### src/pkg/tmr_defines.vh
// Constants for the dual timer block: register offsets, fields, counts.
// Assumes a 32-bit classic Wishbone slave port with byte addresses.
// Notes on behaviour
// - Internal counting advances once per machine cycle, every two clocks.
// - Timer 0 may count falling edges of the external count input.
// - Mode 0 is an 8-bit counter behind a divide-by-32 prescaler.
// - Mode 1 chains low and high byte into one 16-bit counter.
// - Mode 2 counts the low byte and reloads it from the high byte.
// - Mode 3 splits timer 0 into two independent 8-bit counters.
// - Timer 1 in mode 3 stops and keeps its count despite its run bit.
// - In modes 0 to 2 both timers run independently.
// - Timer 1 overflows feed the variable serial baud clock.
// - Baud equals 2^double times clock over 32*2*(256-reload byte).
`ifndef TMR_DEFINES_VH
`define TMR_DEFINES_VH

// Register byte offsets.
`define TMR_OFS_CTRL      8'h00
`define TMR_OFS_T0_LOW    8'h04
`define TMR_OFS_T0_HIGH   8'h08
`define TMR_OFS_T1_LOW    8'h0c
`define TMR_OFS_T1_HIGH   8'h10
`define TMR_OFS_STATUS    8'h14
`define TMR_OFS_MASK      8'h18

// Control register fields.
`define TMR_CTRL_RUN0     0
`define TMR_CTRL_RUN1     1
`define TMR_CTRL_MODE0_LO 2
`define TMR_CTRL_MODE0_HI 3
`define TMR_CTRL_MODE1_LO 4
`define TMR_CTRL_MODE1_HI 5
`define TMR_CTRL_EXTSEL   6
`define TMR_CTRL_DOUBLE   7
`define TMR_CTRL_RESET    8'h00

// Status and mask fields.
`define TMR_ST_OVF0       0
`define TMR_ST_OVF1       1
`define TMR_MASK_RESET    2'h0
`define TMR_STATUS_RESET  2'h0

// Modes.
`define TMR_MODE_13BIT    2'h0
`define TMR_MODE_16BIT    2'h1
`define TMR_MODE_RELOAD   2'h2
`define TMR_MODE_SPLIT    2'h3

// Timing counts.
`define TMR_CLKS_PER_MC   2
`define TMR_PRESCALE_MAX  5'h1f
`define TMR_BAUD_DIV      5'h1f
`define TMR_BAUD_DIV_DBL  5'h0f
`define TMR_COUNT_RESET   8'h00

`endif

### src/rtl/tmr_baud_div.v
// Baud divider fed by timer 1 overflow pulses.
// Assumes overflow pulses last one clock and reset is synchronous.
`timescale 1ns/1ps
`include "tmr_defines.vh"
module tmr_baud_div (
  // Clock and reset.
  input  wire       core_clk,
  input  wire       reset,
  // Overflow source and rate doubling.
  input  wire       ovfPulse,
  input  wire       doubleSel,
  // One-cycle baud clock pulse.
  output reg        baudTick
);
  reg  [4:0] divCount;
  wire [4:0] divLast;

  // Doubling halves the overflow division from 32 to 16.
  assign divLast = doubleSel ? `TMR_BAUD_DIV_DBL : `TMR_BAUD_DIV;

  // Count overflows and emit one tick per full division.
  always @(posedge core_clk) begin
    if (reset) begin
      divCount <= 5'h00;
      baudTick <= 1'b0;
    end else begin
      baudTick <= 1'b0;
      if (ovfPulse) begin
        if (divCount >= divLast) begin
          divCount <= 5'h00;
          baudTick <= 1'b1;
        end else begin
          divCount <= divCount + 5'h01;
        end
      end
    end
  end
endmodule

### src/rtl/tmr_dual_timer.v
// Two count-up timers with four modes each and a baud clock source.
// Assumes a classic Wishbone master on core_clk and a synchronous
// external count input that holds each level for at least one clock.
// Assumes software touches only the low byte of each register, and that
// the serial port takes baudTick as one pulse per bit time.
// The block has no other clock; every slower rate is an enable pulse.
//
// Decided for this implementation: register access over Wishbone and the address map.
`timescale 1ns/1ps
`include "tmr_defines.vh"
module tmr_dual_timer (
  // Clock and reset.
  input  wire        core_clk,
  input  wire        reset,
  // Wishbone slave.
  input  wire        wb_cyc_i,
  input  wire        wb_stb_i,
  input  wire        wb_we_i,
  input  wire [7:0]  wb_adr_i,
  input  wire [3:0]  wb_sel_i,
  input  wire [31:0] wb_dat_i,
  output reg  [31:0] wb_dat_o,
  output reg         wb_ack_o,
  // External count pin for timer 0.
  input  wire        ext_count_input,
  // Interrupt and serial baud clock.
  output reg         irq,
  output wire        baudTick
);
  // Software visible state.
  reg  [7:0] ctrl;
  reg  [7:0] timer0_low_byte;
  reg  [7:0] timer0_high_byte;
  reg  [7:0] timer1_low_byte;
  reg  [7:0] timer1_reload_byte;
  reg  [1:0] status;
  reg  [1:0] mask;

  // Internal timing state.
  reg        mcPhase;
  reg        pinPrev;
  reg        t1OvfPulse;

  // Enables and decoded control fields.
  wire       mcEn;
  wire       pinFall;
  wire       run0;
  wire       run1;
  wire [1:0] mode0;
  wire [1:0] mode1;
  wire       extSel;
  wire       baud_double_select;
  wire       cnt0En;
  wire       cnt1En;
  wire       cnt0HiEn;
  // Bus decode.
  wire       busReq;
  wire       wrLow;
  // Stepper results.
  wire [16:0] step0;
  wire [16:0] step1;
  wire [8:0]  step0Hi;
  // Both timers packed side by side for the stepper loop.
  wire [3:0]  modeAll;
  wire [15:0] lowAll;
  wire [15:0] highAll;
  wire [33:0] stepAll;
  // Flag set and clear terms, one bit per overflow source.
  wire [1:0]  flagSet;
  wire [1:0]  flagClr;
  wire        stWrite;
  wire [1:0]  next_status;

  // Next-state values and overflow strobes.
  reg  [7:0] next_t0Low;
  reg  [7:0] next_t0High;
  reg  [7:0] next_t1Low;
  reg  [7:0] next_t1High;
  reg        ovf0;
  reg        ovf1;
  reg        t1Ovf;
  reg [31:0] readData;

  // Advance one count of a timer in its mode; bit 16 flags the overflow.
  // Mode 0 keeps a five-bit prescaler in the low byte's bottom bits and
  // carries into the high byte; the three bits above the prescaler stay.
  // Mode 1 is a plain 16-bit increment.
  // Mode 2 counts the low byte and refills it from the high byte on wrap.
  // Mode 3 counts the low byte alone; timer 0's high byte is stepped
  // elsewhere, and timer 1 never counts in that mode because it is frozen.
  // Keeping all modes in one function lets both timers share it unchanged.
  function [16:0] stepTimer;
    input [1:0] mode;
    input [7:0] lo;
    input [7:0] hi;
    reg   [16:0] wide;
    begin
      wide = 17'h00000;
      stepTimer = {1'b0, hi, lo};
      case (mode)
        `TMR_MODE_13BIT: begin
          // Low five bits prescale by 32; upper low bits are untouched.
          if (lo[4:0] == `TMR_PRESCALE_MAX) begin
            stepTimer = {(hi == 8'hff), hi + 8'h01, lo[7:5], 5'h00};
          end else begin
            stepTimer = {1'b0, hi, lo[7:5], lo[4:0] + 5'h01};
          end
        end
        `TMR_MODE_16BIT: begin
          wide = {1'b0, hi, lo} + 17'h00001;
          stepTimer = wide;
        end
        `TMR_MODE_RELOAD: begin
          if (lo == 8'hff) begin
            stepTimer = {1'b1, hi, hi};
          end else begin
            stepTimer = {1'b0, hi, lo + 8'h01};
          end
        end
        default: begin
          // Split mode counts the low byte alone.
          stepTimer = {(lo == 8'hff), hi, lo + 8'h01};
        end
      endcase
    end
  endfunction

  // Control fields; each is a plain slice of the control register, so a
  // mode change takes effect at the very next machine cycle.
  assign run0               = ctrl[`TMR_CTRL_RUN0];
  assign run1               = ctrl[`TMR_CTRL_RUN1];
  assign mode0              = ctrl[`TMR_CTRL_MODE0_HI:`TMR_CTRL_MODE0_LO];
  assign mode1              = ctrl[`TMR_CTRL_MODE1_HI:`TMR_CTRL_MODE1_LO];
  assign extSel             = ctrl[`TMR_CTRL_EXTSEL];
  assign baud_double_select = ctrl[`TMR_CTRL_DOUBLE];

  // Machine cycle enable: one pulse every two clocks. Both timers ride on
  // this single pulse, except timer 0 while it counts pin edges, so they
  // step in the same cycle and no divider per timer is needed.
  always @(posedge core_clk) begin
    if (reset) begin
      mcPhase <= 1'b0;
    end else begin
      mcPhase <= ~mcPhase;
    end
  end
  assign mcEn = mcPhase;

  // Falling edge of the count pin, one pulse per 1-to-0 transition.
  // The previous sample resets high, the pin's idle level, so leaving
  // reset with the pin idle does not produce a false count.
  always @(posedge core_clk) begin
    if (reset) begin
      pinPrev <= 1'b1;
    end else begin
      pinPrev <= ext_count_input;
    end
  end
  assign pinFall = pinPrev & ~ext_count_input;

  // Count enables; timer 1 freezes in split mode whatever its run bit.
  // Pin counting bypasses the machine cycle pulse, so the pin must hold
  // each level for a clock or an edge is missed.
  assign cnt0En   = run0 & (extSel ? pinFall : mcEn);
  assign cnt1En   = run1 & mcEn & (mode1 != `TMR_MODE_SPLIT);
  // In split mode timer 0's high byte runs from timer 1's run bit.
  assign cnt0HiEn = run1 & mcEn & (mode0 == `TMR_MODE_SPLIT);

  // Pack both timers so that one stepper loop serves them both.
  assign modeAll = {mode1, mode0};
  assign lowAll  = {timer1_low_byte, timer0_low_byte};
  assign highAll = {timer1_reload_byte, timer0_high_byte};

  // One stepper per timer; they share the mode rules but no state, so
  // neither timer's count or mode can disturb the other. Split mode is
  // the one place where the two interact, and that is handled below.
  genvar ch;
  generate
    for (ch = 0; ch < 2; ch = ch + 1) begin : gStep
      assign stepAll[17*ch+16:17*ch] = stepTimer(modeAll[2*ch+1:2*ch],
                                                 lowAll[8*ch+7:8*ch],
                                                 highAll[8*ch+7:8*ch]);
    end
  endgenerate
  assign step0   = stepAll[16:0];
  assign step1   = stepAll[33:17];
  assign step0Hi = {1'b0, timer0_high_byte} + 9'h001;

  // Bus request decode; a write lands in the cycle ack is raised.
  // The request is taken only while ack is low, so a master that keeps
  // its strobe up through the ack cycle does not start a second access.
  assign busReq = wb_cyc_i & wb_stb_i & ~wb_ack_o;
  assign wrLow  = busReq & wb_we_i & wb_sel_i[0];

  // Next counter values; a software write wins over a count. Reloading a
  // running timer therefore never leaves it one step past the value that
  // software wrote.
  always @* begin
    next_t0Low  = timer0_low_byte;
    next_t0High = timer0_high_byte;
    next_t1Low  = timer1_low_byte;
    next_t1High = timer1_reload_byte;
    ovf0        = 1'b0;
    ovf1        = 1'b0;
    t1Ovf       = 1'b0;
    // Each timer steps from its own mode and state.
    if (cnt0En) begin
      next_t0Low = step0[7:0];
      ovf0       = step0[16];
      if (mode0 != `TMR_MODE_SPLIT) begin
        next_t0High = step0[15:8];
      end
    end
    // In split mode timer 0's high byte counts on timer 1's run bit.
    if (cnt0HiEn) begin
      next_t0High = step0Hi[7:0];
      ovf1        = step0Hi[8];
    end
    // Timer 1 steps in modes 0 to 2; its overflow also feeds the divider.
    if (cnt1En) begin
      next_t1Low  = step1[7:0];
      next_t1High = step1[15:8];
      t1Ovf       = step1[16];
    end
    // Software writes come last so that they override any count.
    if (wrLow) begin
      if (wb_adr_i == `TMR_OFS_T0_LOW) begin
        next_t0Low = wb_dat_i[7:0];
      end else if (wb_adr_i == `TMR_OFS_T0_HIGH) begin
        next_t0High = wb_dat_i[7:0];
      end else if (wb_adr_i == `TMR_OFS_T1_LOW) begin
        next_t1Low = wb_dat_i[7:0];
      end else if (wb_adr_i == `TMR_OFS_T1_HIGH) begin
        next_t1High = wb_dat_i[7:0];
      end
    end
  end

  // Sticky flags, one per overflow source; write one to clear. Software
  // reads the flags to learn which timer wrapped, so a flag may only fall
  // by its own write. Bit order follows the status field positions.
  assign flagSet = {ovf1 | t1Ovf, ovf0};
  assign stWrite = wrLow & (wb_adr_i == `TMR_OFS_STATUS);
  assign flagClr = stWrite ? wb_dat_i[1:0] : 2'h0;

  // The set term is ORed in last, so an overflow that lands in the same
  // cycle as a clear is kept rather than silently lost.
  genvar fb;
  generate
    for (fb = 0; fb < 2; fb = fb + 1) begin : gFlag
      assign next_status[fb] = (status[fb] & ~flagClr[fb]) | flagSet[fb];
    end
  endgenerate

  // Read multiplexer; unmapped addresses read as zero.
  // Read data is chosen from the address alone and registered by the bus
  // stage only when a request is taken, so it stands until the next access.
  always @* begin
    readData = 32'h00000000;
    if (wb_adr_i == `TMR_OFS_CTRL) begin
      readData = {24'h000000, ctrl};
    end else if (wb_adr_i == `TMR_OFS_T0_LOW) begin
      readData = {24'h000000, timer0_low_byte};
    end else if (wb_adr_i == `TMR_OFS_T0_HIGH) begin
      readData = {24'h000000, timer0_high_byte};
    end else if (wb_adr_i == `TMR_OFS_T1_LOW) begin
      readData = {24'h000000, timer1_low_byte};
    end else if (wb_adr_i == `TMR_OFS_T1_HIGH) begin
      readData = {24'h000000, timer1_reload_byte};
    end else if (wb_adr_i == `TMR_OFS_STATUS) begin
      readData = {30'h0, status};
    end else if (wb_adr_i == `TMR_OFS_MASK) begin
      readData = {30'h0, mask};
    end
  end

  // Counter registers. The combinational block above already resolved
  // writes against counts, so this stage only stores the result and no
  // second priority order can creep in here.
  always @(posedge core_clk) begin
    if (reset) begin
      timer0_low_byte    <= `TMR_COUNT_RESET;
      timer0_high_byte   <= `TMR_COUNT_RESET;
      timer1_low_byte    <= `TMR_COUNT_RESET;
      timer1_reload_byte <= `TMR_COUNT_RESET;
    end else begin
      timer0_low_byte    <= next_t0Low;
      timer0_high_byte   <= next_t0High;
      timer1_low_byte    <= next_t1Low;
      timer1_reload_byte <= next_t1High;
    end
  end

  // Control and mask registers; only the low bits of a write are kept.
  // Both stop all counting and all requests at reset.
  always @(posedge core_clk) begin
    if (reset) begin
      ctrl <= `TMR_CTRL_RESET;
      mask <= `TMR_MASK_RESET;
    end else begin
      if (wrLow && wb_adr_i == `TMR_OFS_CTRL) begin
        ctrl <= wb_dat_i[7:0];
      end
      if (wrLow && wb_adr_i == `TMR_OFS_MASK) begin
        mask <= wb_dat_i[1:0];
      end
    end
  end

  // Bus answer: ack follows one cycle after the strobe and drops the next,
  // and read data is held until the next access.
  always @(posedge core_clk) begin
    if (reset) begin
      wb_ack_o <= 1'b0;
      wb_dat_o <= 32'h00000000;
    end else begin
      wb_ack_o <= busReq;
      if (busReq) begin
        wb_dat_o <= readData;
      end
    end
  end

  // Flags, interrupt line and the overflow pulse for the baud divider.
  // The line looks at next_status so that it rises with the flag itself.
  always @(posedge core_clk) begin
    if (reset) begin
      status     <= `TMR_STATUS_RESET;
      irq        <= 1'b0;
      t1OvfPulse <= 1'b0;
    end else begin
      status     <= next_status;
      irq        <= |(next_status & mask);
      t1OvfPulse <= t1Ovf;
    end
  end

  // Timer 1 overflows divided down into the serial baud clock. The pulse
  // is registered on its way in, so each tick trails its overflow by two
  // clocks; the serial side only counts ticks, so the lag does no harm.
  tmr_baud_div tmr_baud_div_inst (
    .core_clk  (core_clk),
    .reset     (reset),
    .ovfPulse  (t1OvfPulse),
    .doubleSel (baud_double_select),
    .baudTick  (baudTick)
  );
endmodule

### config.mk
export PLATFORM = sky130hd
export DESIGN_NAME = tmr_dual_timer
export DESIGN_NICKNAME = d
export VERILOG_FILES = /design/src/rtl/tmr_baud_div.v /design/src/rtl/tmr_dual_timer.v
export VERILOG_INCLUDE_DIRS = /design/src /design/src/pkg
export SDC_FILE = /design/constraint.sdc
export NUM_CORES = 1
export LEC_CHECK = 0
export BUFFER_PORTS_ARGS = -buffer_cell sky130_fd_sc_hd__buf_2
export CORE_ASPECT_RATIO = 0.9
export CORE_MARGIN = 2
export CORE_UTILIZATION = 57
export CTS_BUF_LIST = sky130_fd_sc_hd__clkbuf_16
export DETAILED_ROUTE_END_ITERATION = 10
export PLACE_DENSITY_LB_ADDON = 0.25
export SETUP_SLACK_MARGIN = 0.2
export SYNTH_ARGS = -nofsm -noshare
export SYNTH_HDL_FRONTEND = slang
export SYNTH_SLANG_ARGS = --single-unit
### constraint.sdc
create_clock -name core_clk -period 3 [get_ports core_clk]
set_input_delay 0.6 -clock core_clk [delete_from_list [all_inputs] [get_ports core_clk]]
set_output_delay 0.6 -clock core_clk [all_outputs]
set_load 0.03 [all_outputs]
== Word level (Yosys, flattened, before mapping) ==
Index checks and enable logic that the tools add are counted.

* Register bits after elaboration: 87
* Input port bits: 50
* Output and inout bits: 35
* Word-level logic and storage cells: 115

* Add/subtract/negate cells: 10
* Magnitude comparators: 1
* Equal/unequal tests: 19
* Muxes and demuxes: 41
* Bitwise gates (word level): 22
* Reduce and logical (&&, ||, !) cells: 7

{| class="wikitable"
|+ Operators by type and width
! kind !! number
|-
| $mux 8 || 25
|-
| $pmux 17 s3 || 2
|-
| $mux 17 || 4
|-
| $add 16x1->17 const B || 2
|-
| $add 8x1->8 const B || 4
|-
| $eq 8x8->1 const B || 4
|-
| $eq 8x5->1 const B || 3
|-
| $eq 8x4->1 const B || 2
|-
| $add 5x1->5 const B || 3
|-
| $and 1x1->1 || 12
|-
| $eq 5x5->1 const B || 2
|-
| $mux 5 || 2
|-
| $add 8x1->9 const B || 1
|-
| $eq 8x3->1 const B || 1
|-
| $logic_not 8->1 || 1
|-
| $eq 2x2->1 const B || 3
|-
| $mux 2 || 3
|-
| $not 1->1 || 6
|-
| $ge 5x5->1 || 1
|-
| $mux 1 || 5
|-
| $eq 2x1->1 const B || 2
|-
| $logic_not 2->1 || 2
|-
| $ne 2x2->1 const B || 2
|-
| $reduce_or 2->1 || 2
|-
| other kinds (3) || 6
|}

== Longest topological paths before layout ==
Gate-level depths: netlist of run 1.

* Depth in word-level cells: 11
* Mapped depth: 9
* Gate-level depth less buffers: 9

== Modules after synthesis ==
From an unflattened synthesis of run 1, not the netlist that was laid out.

* Cell total of the unflattened synthesis: 599
* Area, all modules: 4665.7 µm²

{| class="wikitable"
|+ By module, submodules not included
! module !! instances !! cells an instance !! area an instance (µm²) !! seq. area each (µm²)
|-
| tmr_dual_timer || 1 || 558 || 4311.6 || 1141.1
|-
| tmr_baud_div || 1 || 41 || 354.1 || 120.1
|}

== Worst setup path before layout of run 1 ==
Ideal clock, no wire load.

* Kind: register -> register
* Start point: reg timer1_low_byte[0]
* End point: reg timer1_reload_byte[6]
* Library setup time: 81 ps
* Data arrival time: 2239 ps
* Required time: 2919 ps
* Slack: 680 ps
* Stages on the path, launching flop included: 10
* Buffers on the path: 0
* Period minus slack after synthesis: 2320 ps
* Path through: dfxtp_1 > ha_1 > nand3_1 > inv_1 > ha_1 > nor2b_1 > or3b_1 > or3_1 > a21o_1 > a41oi_1

* Cells in the longest elaborated chain, start to end: 9
* Elaborated cells on any way between the ends: 10
* Those cells by class: add/sub: 1; eq/ne: 1; mux: 8

{| class="wikitable"
|+ Ends and longest elaborated chain
! item !! line !! text
|-
| start, declared || tmr_dual_timer.v:34 || <nowiki>reg [7:0] timer1_low_byte;</nowiki>
|-
| start signal, assigned || tmr_dual_timer.v:284 || <nowiki>timer1_low_byte <= `TMR_COUNT_RESET;</nowiki>
|-
| start signal, assigned || tmr_dual_timer.v:289 || <nowiki>timer1_low_byte <= next_t1Low;</nowiki>
|-
| parallel branches: the longest is 2 deep, another holds $add 16x1->17 || - ||
|-
| $pmux 17 s3 (*) || tmr_dual_timer.v:100 || <nowiki>case (mode)</nowiki>
|-
| $mux 8 (*) || tmr_dual_timer.v:220 || <nowiki>if (cnt1En) begin</nowiki>
|-
| $mux 8 || tmr_dual_timer.v:233 || <nowiki>end else if (wb_adr_i == `TMR_OFS_T1_HIGH) begin</nowiki>
|-
| $mux 8 || tmr_dual_timer.v:231 || <nowiki>end else if (wb_adr_i == `TMR_OFS_T1_LOW) begin</nowiki>
|-
| $mux 8 || tmr_dual_timer.v:229 || <nowiki>end else if (wb_adr_i == `TMR_OFS_T0_HIGH) begin</nowiki>
|-
| $mux 8 || tmr_dual_timer.v:227 || <nowiki>if (wb_adr_i == `TMR_OFS_T0_LOW) begin</nowiki>
|-
| $mux 8 (*) || tmr_dual_timer.v:226 || <nowiki>if (wrLow) begin</nowiki>
|-
| end signal, assigned || tmr_dual_timer.v:285 || <nowiki>timer1_reload_byte <= `TMR_COUNT_RESET;</nowiki>
|-
| end signal, assigned || tmr_dual_timer.v:290 || <nowiki>timer1_reload_byte <= next_t1High;</nowiki>
|-
| end, declared || tmr_dual_timer.v:35 || <nowiki>reg [7:0] timer1_reload_byte;</nowiki>
|}

Every way passes the cells marked *.
A chain may end at the register's enable or synchronous reset.

== Final worst setup path of run 1 ==
Same ends and word-level chain as after synthesis.

==> results.yml, run 1 <==
cts:
  clock_latency_ps: 330
  clockBufferDepth: 2
  cts_tree: "yes"
  clock_sinks: 63
  cts_root_buf: "clkbuf_16"
  path_clk_slew_ps: 60
  cts_buffers: 9
  h-tree-depth: 3
  hold_buffers: 0
  cts.repair.resized: 0
  postCtsSetupBuffers: 0
pwr:
  swShare_pct: 27.66
  p_comb_share_pct: 10.1
  p_leak_nw: 1.845
  power.switching_uw: 596.3
  power.density_mw_per_mm2: 418.3
  power_frac_seq_pct: 40.9
  p_int_mw: 1.560
  max-vdd-ir-drop_mv: 0.2831
  power_frac_clock_pct: 49.1
floorplanning:
  core_mm2: 0.008068
  ioPinCount: 85
  rows: 31
  die_x_um: 100.4
  dieArea_mm2: 0.009109
  die_h_um: 90.75
  start_util_pct: 59.07
run_status:
  outcome: "finished, final reports clean"
drt:
  drtAntennaViolNets: 0
  drt_iter0_drc: 633
  drc: 0
  vias: 5230
  routed_wirelength_um: 15960
  vias_per_cell: 6.964
  dr.pass1.iters: 5
  wl_per_cell_um: 21.25
layout:
  nets: 705
  area_growth_syn_to_layout_pct: 8.139
  layout.cells.non_filler: 751
  final_cell_area_mm2: 0.005154
  drive_gt1_share_pct: 13.19
  n_antenna_cell: 0
  final_util_pct: 63.88
sta:
  worstMarginPinSlew_ps: 854.2
  min_period_over_period_pct: 88.87
  setup_viol: 0
  finalHoldViolations: 0
  max_freq_ghz: 0.3751
  period_needed_ps: 2666
  grt_setup_unrepaired: "no"
  relSlewSlack_pct: 42.98
  finalSetupTns_ps: 0
  drv_slew: 0
  clock_skew_ps: 7.087
worst_setup_path:
  ff2ff_setup_slack_ps: 330
  cp_max_fo: 6
  cp_cell_sequence: "ha_2 -> nand3_2 -> inv_1 -> ha_1 -> nor2b_1 -> or3b_1 -> or3_1 -> a21o_1 -> a41oi_1"
  r2r-end: "timer1_reload_byte[6]"
  crit_required_ps: 3250
  crit_type: "register to register"
  cp.arrival_ps: 2920
  cp_slowest_cell: "dfxtp_1"
  cp-start-kind: "register"
  worstRegToRegCells: 9
  cp-end-kind: "register"
  rr_startpoint: "timer1_low_byte[0]"
  max_stage_delay_ps: 450
global_routing:
  grt_max_degree: 44
  antenna_found_initial: 0
  grt.total_usage_pct: 35.07
  grt_pass1_wl_um: 24960
  grt_overflow_total: 0
  grt_pass1_vias: 4596
logic_synthesis:
  ys_types: 77
  synth-adder-area-share_pct: 2.100
  yosys_most_used_dff: "dfxtp_1"
  ys_ff_latch: 63
  synth_compound_area_share_pct: 28.59
  synth_mux_area_share_pct: 2.599
  yosysSeqAreaShare_pct: 26.46
  synth_top_family_by_area: "compound AO/OA/AOI/OAI gates"
  synthesis.area_mm2: 0.004766
  synthSimpleGateAreaFrac_pct: 28.30
  synth_warnings: 0
  synth_top_area_cell: "dfxtp_1"
  ys_top_cells_by_area: "dfxtp_1 (26%), nor2_1 (5.4%), a21oi_1 (4.7%)"
  avgSynthCellArea_um2: 7.458
  synth_top_area_share_pct: 26.46
  synthArstFlopShare_pct: 0
  synth_edf_count: 0
  synth_xor_xnor_area_share_pct: 1.838
  syn_inst: 639
worst_hold_path:
  hold_class: "register to register"
  min_to: "wb_dat_o[1]"
  hold_start: "wb_dat_o[1]"
  min_path_cells: 2
place:
  dpl.cell_count: 735
  io_buffers: 33
  place_area_mm2: 0.004847
  detailed_place_hpwl_um: 11260
  routabilityCongestion: 1.042
job:
  max_cap_violations: 0
cell usage in the layout (no fill, tap or decap), types with 9 or more instances in the layout:
cell type  netlist  final
mux2i_1          9      9
conb_1           1     24
a21oi_1         45     45
nor3_1          12     12
nor4_1          10     10
dfxtp_1         63     63
inv_1           21     21
clkbuf_16        0      9
buf_4           25     14
nor2b_1         20     20
o21ai_0         25     25
nand2_1         44     44
nand4_1         13     13
a31oi_1         22     22
nand3_1         31     30
o211ai_1        10     10
nor2_1          69     69
buf_2           11     33
and3_1           9      9
a211oi_1        16     16
worst max path at each step:
stage                  startpoint                    end
2_1_floorplan  timer1_low_byte[0]  timer1_reload_byte[6]
3_3_place_gp   timer1_low_byte[0]  timer1_reload_byte[6]
3_5_place_dp   timer1_low_byte[0]  timer1_reload_byte[6]
4_1_cts        timer1_low_byte[0]  timer1_reload_byte[6]
5_1_grt        timer1_low_byte[0]  timer1_reload_byte[6]
6_report       timer1_low_byte[0]  timer1_reload_byte[6]
area by class of cell:
cell class / count / area, um2
clock buffer: 9 / 225.2
timing repair buffer: 47 / 270.3
clock inverter: 7 / 73.82
tap: 99 / 123.9
inverter: 21 / 78.83
fill: 760 / 2914
sequential: 63 / 1261
multi-input combinational: 505 / 3120
cell families after synthesis:
| kind of cell | after synthesis |
|---|---|
| compound gates | 196 |
| xor+xnor | 10 |
| fa+ha+maj | 8 |
| buf+inv | 94 |
| flops | 63 |
| mux | 12 |
| other cells | 1 |
| simple gates | 255 |
synthesized netlist by cell type, drive strengths merged, types with 8 or more instances:
cell type  number
o211ai         10
a21oi          45
nor4           11
nor2b          20
a31oi          22
nand3          32
clkbuf         33
dfxtp          63
a311oi          8
o21ai          25
ha              8
inv            21
nand4          15
mux2i           9
nor2           70
a211oi         16
nor3           16
and3            9
buf            40
nand2          44
through the flow:
| step | worst slack, ps | hold WS [ps] | power (mW) |
|---|---|---|---|
| floorplan | 680.1 | 444.9 | 1.063 |
| global placement | 398.6 | 448.6 | 1.104 |
| detailed placement | 350.9 | 448.8 | 1.107 |
| CTS | 308.7 | 456.9 | 2.150 |
| global route | 204.6 | 472.8 | 2.211 |
| finish | 333.9 | 455.2 | 2.156 |
flip-flops by register name (all words and copies together) (netlist names):
register	count
ctrl	8
mask	2
timer1_reload_byte	8
timer0_low_byte	8
tmr_baud_div_inst.divCount	5
wb_dat_o	8
timer0_high_byte	8
mcEn	1
status	2
tmr_baud_div_inst.baudTick	1
pinPrev	1
t1OvfPulse	1
irq	1
wb_ack_o	1
timer1_low_byte	8
power groups by stage:
stage | clock [mW] | combinational (mW) | sequential [mW]
finish | 1.06 | 0.217 | 0.881
floorplan | 0 | 0.170 | 0.893
global route | 1.10 | 0.231 | 0.883
detailed placement | 0 | 0.211 | 0.897
CTS | 1.06 | 0.212 | 0.878
global placement | 0 | 0.208 | 0.897
per-layer routing:
metal	wire, um	GRT usage, %	vias to the layer above
met2	6628	50.11	387
met3	2157	8.282	36
li1	-	-	2365
met5	0	0	-
met4	381	9.247	0
met1	6796	52.39	2442
worst max-delay path, delay by kind of cell, from the launching register on:
kind | cells | cell delay [ps]
DFF | 1 | 450
AOI/OAI and AO/OA | 2 | 360
buffers and inverters | 1 | 100
and+or+nand+nor | 4 | 1120
adders and majority gates | 2 | 550
Note: power is estimated with default switching activity, not from simulation.
==> run 2: changes to the inputs <==
--- a/config.mk
+++ b/config.mk
@@ -9,7 +9,7 @@
 export BUFFER_PORTS_ARGS = -buffer_cell sky130_fd_sc_hd__buf_2
 export CORE_ASPECT_RATIO = 0.9
 export CORE_MARGIN = 2
-export CORE_UTILIZATION = 57
+export CORE_UTILIZATION = 40
 export CTS_BUF_LIST = sky130_fd_sc_hd__clkbuf_16
 export DETAILED_ROUTE_END_ITERATION = 10
 export PLACE_DENSITY_LB_ADDON = 0.25
==> constraint.sdc (replaced) <==
create_clock -name core_clk -period 2.6 [get_ports core_clk]
set_input_delay 0.52 -clock core_clk [delete_from_list [all_inputs] [get_ports core_clk]]
set_output_delay 0.52 -clock core_clk [all_outputs]
set_load 0.03 [all_outputs]
==> results.yml, run 2 (synthesis results as in run 1) <==
floorplanning:
  ioPinCount: 85
  dieArea_mm2: 0.01280
  start_util_pct: 41.34
  core_mm2: 0.01153
  die_h_um: 107.6
  rows: 37
  die_x_um: 119.1
worst_setup_path:
  max_stage_delay_ps: 390
  critPathTopFamily: "simple AND/OR/NAND/NOR gates"
  cp-end-kind: "register"
  worst-path-buf-inv: 1
  cp_cell_sequence: "ha_4 -> nand3_1 -> inv_1 -> ha_1 -> nor2b_4 -> or3b_1 -> or3_1 -> a21o_1 -> a41oi_1"
  ff2ff_setup_slack_ps: 340
  crit_type: "register to register"
  cp_slowest_cell: "dfxtp_2"
  crit_required_ps: 2850
  cp-start-kind: "register"
  cp.arrival_ps: 2510
  cp_max_fo: 6
pwr:
  max-vdd-ir-drop_mv: 0.2679
  p_leak_nw: 1.914
  p_comb_share_pct: 10.4
  swShare_pct: 26.95
  total_power_mw: 2.454
  power_frac_clock_pct: 48.2
  p_int_mw: 1.793
  power_frac_seq_pct: 41.3
  power.switching_uw: 661.5
  power.density_mw_per_mm2: 455.3
layout:
  final_cell_mix: "nor2_1 (69), dfxtp_1 (59), nand2_1 (44), a21oi_1 (44), buf_2 (33)"
  final_util_pct: 46.76
  area_growth_syn_to_layout_pct: 13.10
  final_cell_area_mm2: 0.005390
  final_common_cell: "nor2_1"
  nets: 720
  n_antenna_cell: 0
  drive_gt1_share_pct: 16.49
sta:
  period_needed_ps: 2261
  finalSetupTns_ps: 0
  relSlewSlack_pct: 49.89
  max_freq_ghz: 0.4424
  worstMarginPinSlew_ps: 750.6
  grt_setup_unrepaired: "no"
  setup_viol: 0
  drv_slew: 0
  finalHoldViolations: 0
  min_period_over_period_pct: 86.94
  timing.hold.ws_ps: 391.5
  clock_skew_ps: 5.276
drt:
  drc: 0
  vias_per_cell: 6.192
  dr.pass1.iters: 6
  routed_wirelength_um: 16590
  drt_iter0_drc: 462
  wl_per_cell_um: 20.15
  vias: 5096
  drtAntennaViolNets: 0
global_routing:
  grt.total_usage_pct: 25.80
  grt_pass1_wl_um: 25740
  grt_overflow_total: 0
  grt_pass1_vias: 4620
  grt_max_degree: 44
  antenna_found_initial: 0
job:
  max_cap_violations: 0
cts:
  cts_root_buf: "clkbuf_16"
  h-tree-depth: 3
  clock_sinks: 63
  clock_latency_ps: 330
  path_clk_slew_ps: 50
  clockBufferDepth: 2
  cts_buffers: 9
  cts_tree: "yes"
place:
  detailed_place_hpwl_um: 11880
  routabilityCongestion: 0.9102
  io_buffers: 33
  place_area_mm2: 0.005024
run_status:
  outcome: "finished, final reports clean"
worst_hold_path:
  hold_class: "input pin to register"
## run 2: changes by cell type in the layout (fill, tap and decap cells not counted), sizes merged
cell,previous run,this run
clkinv,5,4
clkinvlp,1,2
buf,47,62
## run 2: per-layer routing
layer  wire [um]  GRT usage, %  up-vias  part of all wire [%]
li1            -             -     2398                     -
met1        7212         35.04     2426                    43
met2        7640         41.05      234                    46
met3        1323         4.661       38                   8.0
met4         409         9.184        0                   2.5
met5           0             0        -                     0
## run 2: metrics by stage
step / setup WS [ps] / instances
after detailed placement: 131.0 / 806
after CTS: 142.4 / 822
final: 339.4 / 823
after global placement: 189.4 / 806
after floorplan: 280.1 / 662
after global routing: 217.5 / 823
## run 2: timing repair
action / 4_1_cts / 5_1_grt
pin swaps: 0 / 1
resized for setup: 4 / 13
hold buffers: 0 / 0
endpoints found under the setup margin: 8 / 16
setup buffers: 0 / 1
## run 2: area by class of cell
type                       instances  area, um2
timing repair buffer              62      395.4
clock buffer                       9      225.2
multi-input combinational        505       3163
clock inverter                     7      63.81
tap                              156      195.2
sequential                        63       1269
fill                            1174       6137
inverter                          21      78.83
## run 2: path summary, 6_finish.rpt
path                      endpoint               start  cells past startpoint
min                        pinPrev     ext_count_input                      2
min reg2reg            wb_dat_o[1]         wb_dat_o[1]                      2
max reg2reg  timer1_reload_byte[6]  timer1_low_byte[1]                      9
max          timer1_reload_byte[6]  timer1_low_byte[1]                      9
## run 2: power groups by stage
stage,registers [mW],logic [mW],clock network [mW]
CTS,1.01,0.252,1.20
finish,1.01,0.256,1.18
global placement,1.03,0.251,0
detailed placement,1.03,0.251,0
floorplan,1.03,0.196,0
global route,1.02,0.274,1.25
==> run 3: changes to the inputs <==
--- a/config.mk
+++ b/config.mk
@@ -7,8 +7,8 @@
 export NUM_CORES = 1
 export LEC_CHECK = 0
 export BUFFER_PORTS_ARGS = -buffer_cell sky130_fd_sc_hd__buf_2
+export CAP_MARGIN = 5
 export CORE_ASPECT_RATIO = 0.9
-export CORE_MARGIN = 2
 export CORE_UTILIZATION = 40
 export CTS_BUF_LIST = sky130_fd_sc_hd__clkbuf_16
 export DETAILED_ROUTE_END_ITERATION = 10
==> results.yml, run 3 (synthesis results as in run 1) <==
run_status:
  outcome: "finished, final reports clean"
floorplanning:
  rows: 37
  core_mm2: 0.01153
  die_x_um: 117.1
  dieArea_mm2: 0.01236
  start_util_pct: 41.34
  ioPinCount: 85
  die_h_um: 105.6
pwr:
  power_frac_seq_pct: 40.9
  p_leak_nw: 1.924
  swShare_pct: 27.65
  power.switching_uw: 689.0
  p_comb_share_pct: 10.1
  max-vdd-ir-drop_mv: 0.2799
  power_frac_clock_pct: 49.1
  p_int_mw: 1.803
  power.density_mw_per_mm2: 463.6
worst_hold_path:
  hold_class: "input pin to register"
sta:
  relSlewSlack_pct: 51.07
  grt_setup_unrepaired: "no"
  worstMarginPinSlew_ps: 733.0
  clock_skew_ps: 8.896
  setup_viol: 0
  finalSetupTns_ps: 0
  finalHoldViolations: 0
  min_period_over_period_pct: 89.30
  period_needed_ps: 2322
  max_freq_ghz: 0.4307
  drv_slew: 0
global_routing:
  grt_pass1_wl_um: 25630
  grt_max_degree: 44
  antenna_found_initial: 0
  grt_overflow_total: 0
  grt.total_usage_pct: 27.23
  grt_pass1_vias: 4731
cts:
  clock_latency_ps: 340
  clock_sinks: 63
  cts_root_buf: "clkbuf_16"
  clockBufferDepth: 2
  hold_buffers: 0
  h-tree-depth: 3
  cts_tree: "yes"
  cts_buffers: 9
  path_clk_slew_ps: 60
  postCtsSetupBuffers: 0
layout:
  drive_gt1_share_pct: 16.47
  area_growth_syn_to_layout_pct: 12.79
  final_cell_mix: "nor2_1 (69), dfxtp_1 (61), a21oi_1 (45), nand2_1 (44), buf_2 (33)"
  nets: 721
  final_util_pct: 46.63
  n_antenna_cell: 0
  fill_cells: 1170
  final_common_cell: "nor2_1"
worst_setup_path:
  crit_required_ps: 2820
  cp-start-kind: "register"
  crit_type: "register to register"
  cp_slowest_cell: "o2111ai_1"
  cp_cell_sequence: "ha_2 -> nand3_1 -> inv_1 -> ha_1 -> buf_4 -> nor2_1 -> nor4_1 -> o2111ai_1 -> o211ai_1 -> a22o_1"
  max_stage_delay_ps: 530
  cp_max_fo: 6
  cp.arrival_ps: 2550
  cp-end-kind: "register"
place:
  io_buffers: 33
  routabilityCongestion: 0.9650
  detailed_place_hpwl_um: 11700
drt:
  vias_per_cell: 6.184
  wl_per_cell_um: 19.58
  drt_iter0_drc: 465
  drc: 0
  dr.pass1.iters: 5
  drtAntennaViolNets: 0
  routed_wirelength_um: 16140
  vias: 5096
job:
  max_cap_violations: 0
==> run 3: worst paths after layout <==
| check | startpoint | to | slack, ps | cells after the start |
|---|---|---|---|---|
| worst max-delay path | timer1_low_byte[0] | irq | 280 | 10 |
| worst max register to register | timer1_low_byte[0] | irq | 280 | 10 |
| worst min-delay path | ext_count_input | pinPrev | 390 | 2 |
| worst min register to register | wb_dat_o[1] | wb_dat_o[1] | 460 | 2 |
==> run 3: metrics by stage <==
stage                     power [mW]  cell area, um2  hold slack, ps  cells  worst slack, ps
final                          2.492            5375           392.0    824            278.1
after global routing           2.563            5375           410.9    824            207.0
after CTS                      2.499            5341           392.9    824            216.7
after detailed placement       1.284            5039           454.5    808            158.4
after global placement         1.282            5039           446.3    808            221.4
after floorplan                1.226            4852           444.9    662            280.1
==> run 3: per-layer routing <==
metal  global-route usage, %  wire [um]
met1                   37.11       7200
met2                   40.96       7183
met3                   5.865       1257
met4                   11.84        495
met5                       0          0
==> run 3: area by class of cell <==
cell class / count / area, um2 / area share [%]
Tap cell: 156 / 195.2 / 3.631
Clock inverter: 7 / 73.82 / 1.373
Inverter: 21 / 78.83 / 1.466
Multi-Input combinational cell: 505 / 3148 / 58.57
Clock buffer: 9 / 225.2 / 4.190
Timing Repair Buffer: 63 / 390.4 / 7.263
Sequential cell: 63 / 1264 / 23.51
==> run 3: what timing repair did <==
item / 4_1_cts / 5_1_grt
pin swaps: 0 / 2
gates resized for setup: 2 / 9
setup endpoints to repair: 1 / 8
==> run 3: critical path, delay by kind of cell, from the launching register on <==
kind | cells | cell delay, ps
buf+inv | 2 | 200
simple gates | 3 | 250
fa+ha+maj | 2 | 430
flops | 1 | 350
compound gates | 3 | 980
==> run 3: power groups by stage <==
| stage | Combinational, mW | Sequential [mW] | Clock, mW |
|---|---|---|---|
| floorplan | 0.196 | 1.03 | 0 |
| global placement | 0.246 | 1.04 | 0 |
| detailed placement | 0.246 | 1.04 | 0 |
| CTS | 0.247 | 1.02 | 1.23 |
| global route | 0.270 | 1.02 | 1.27 |
| finish | 0.251 | 1.02 | 1.22 |
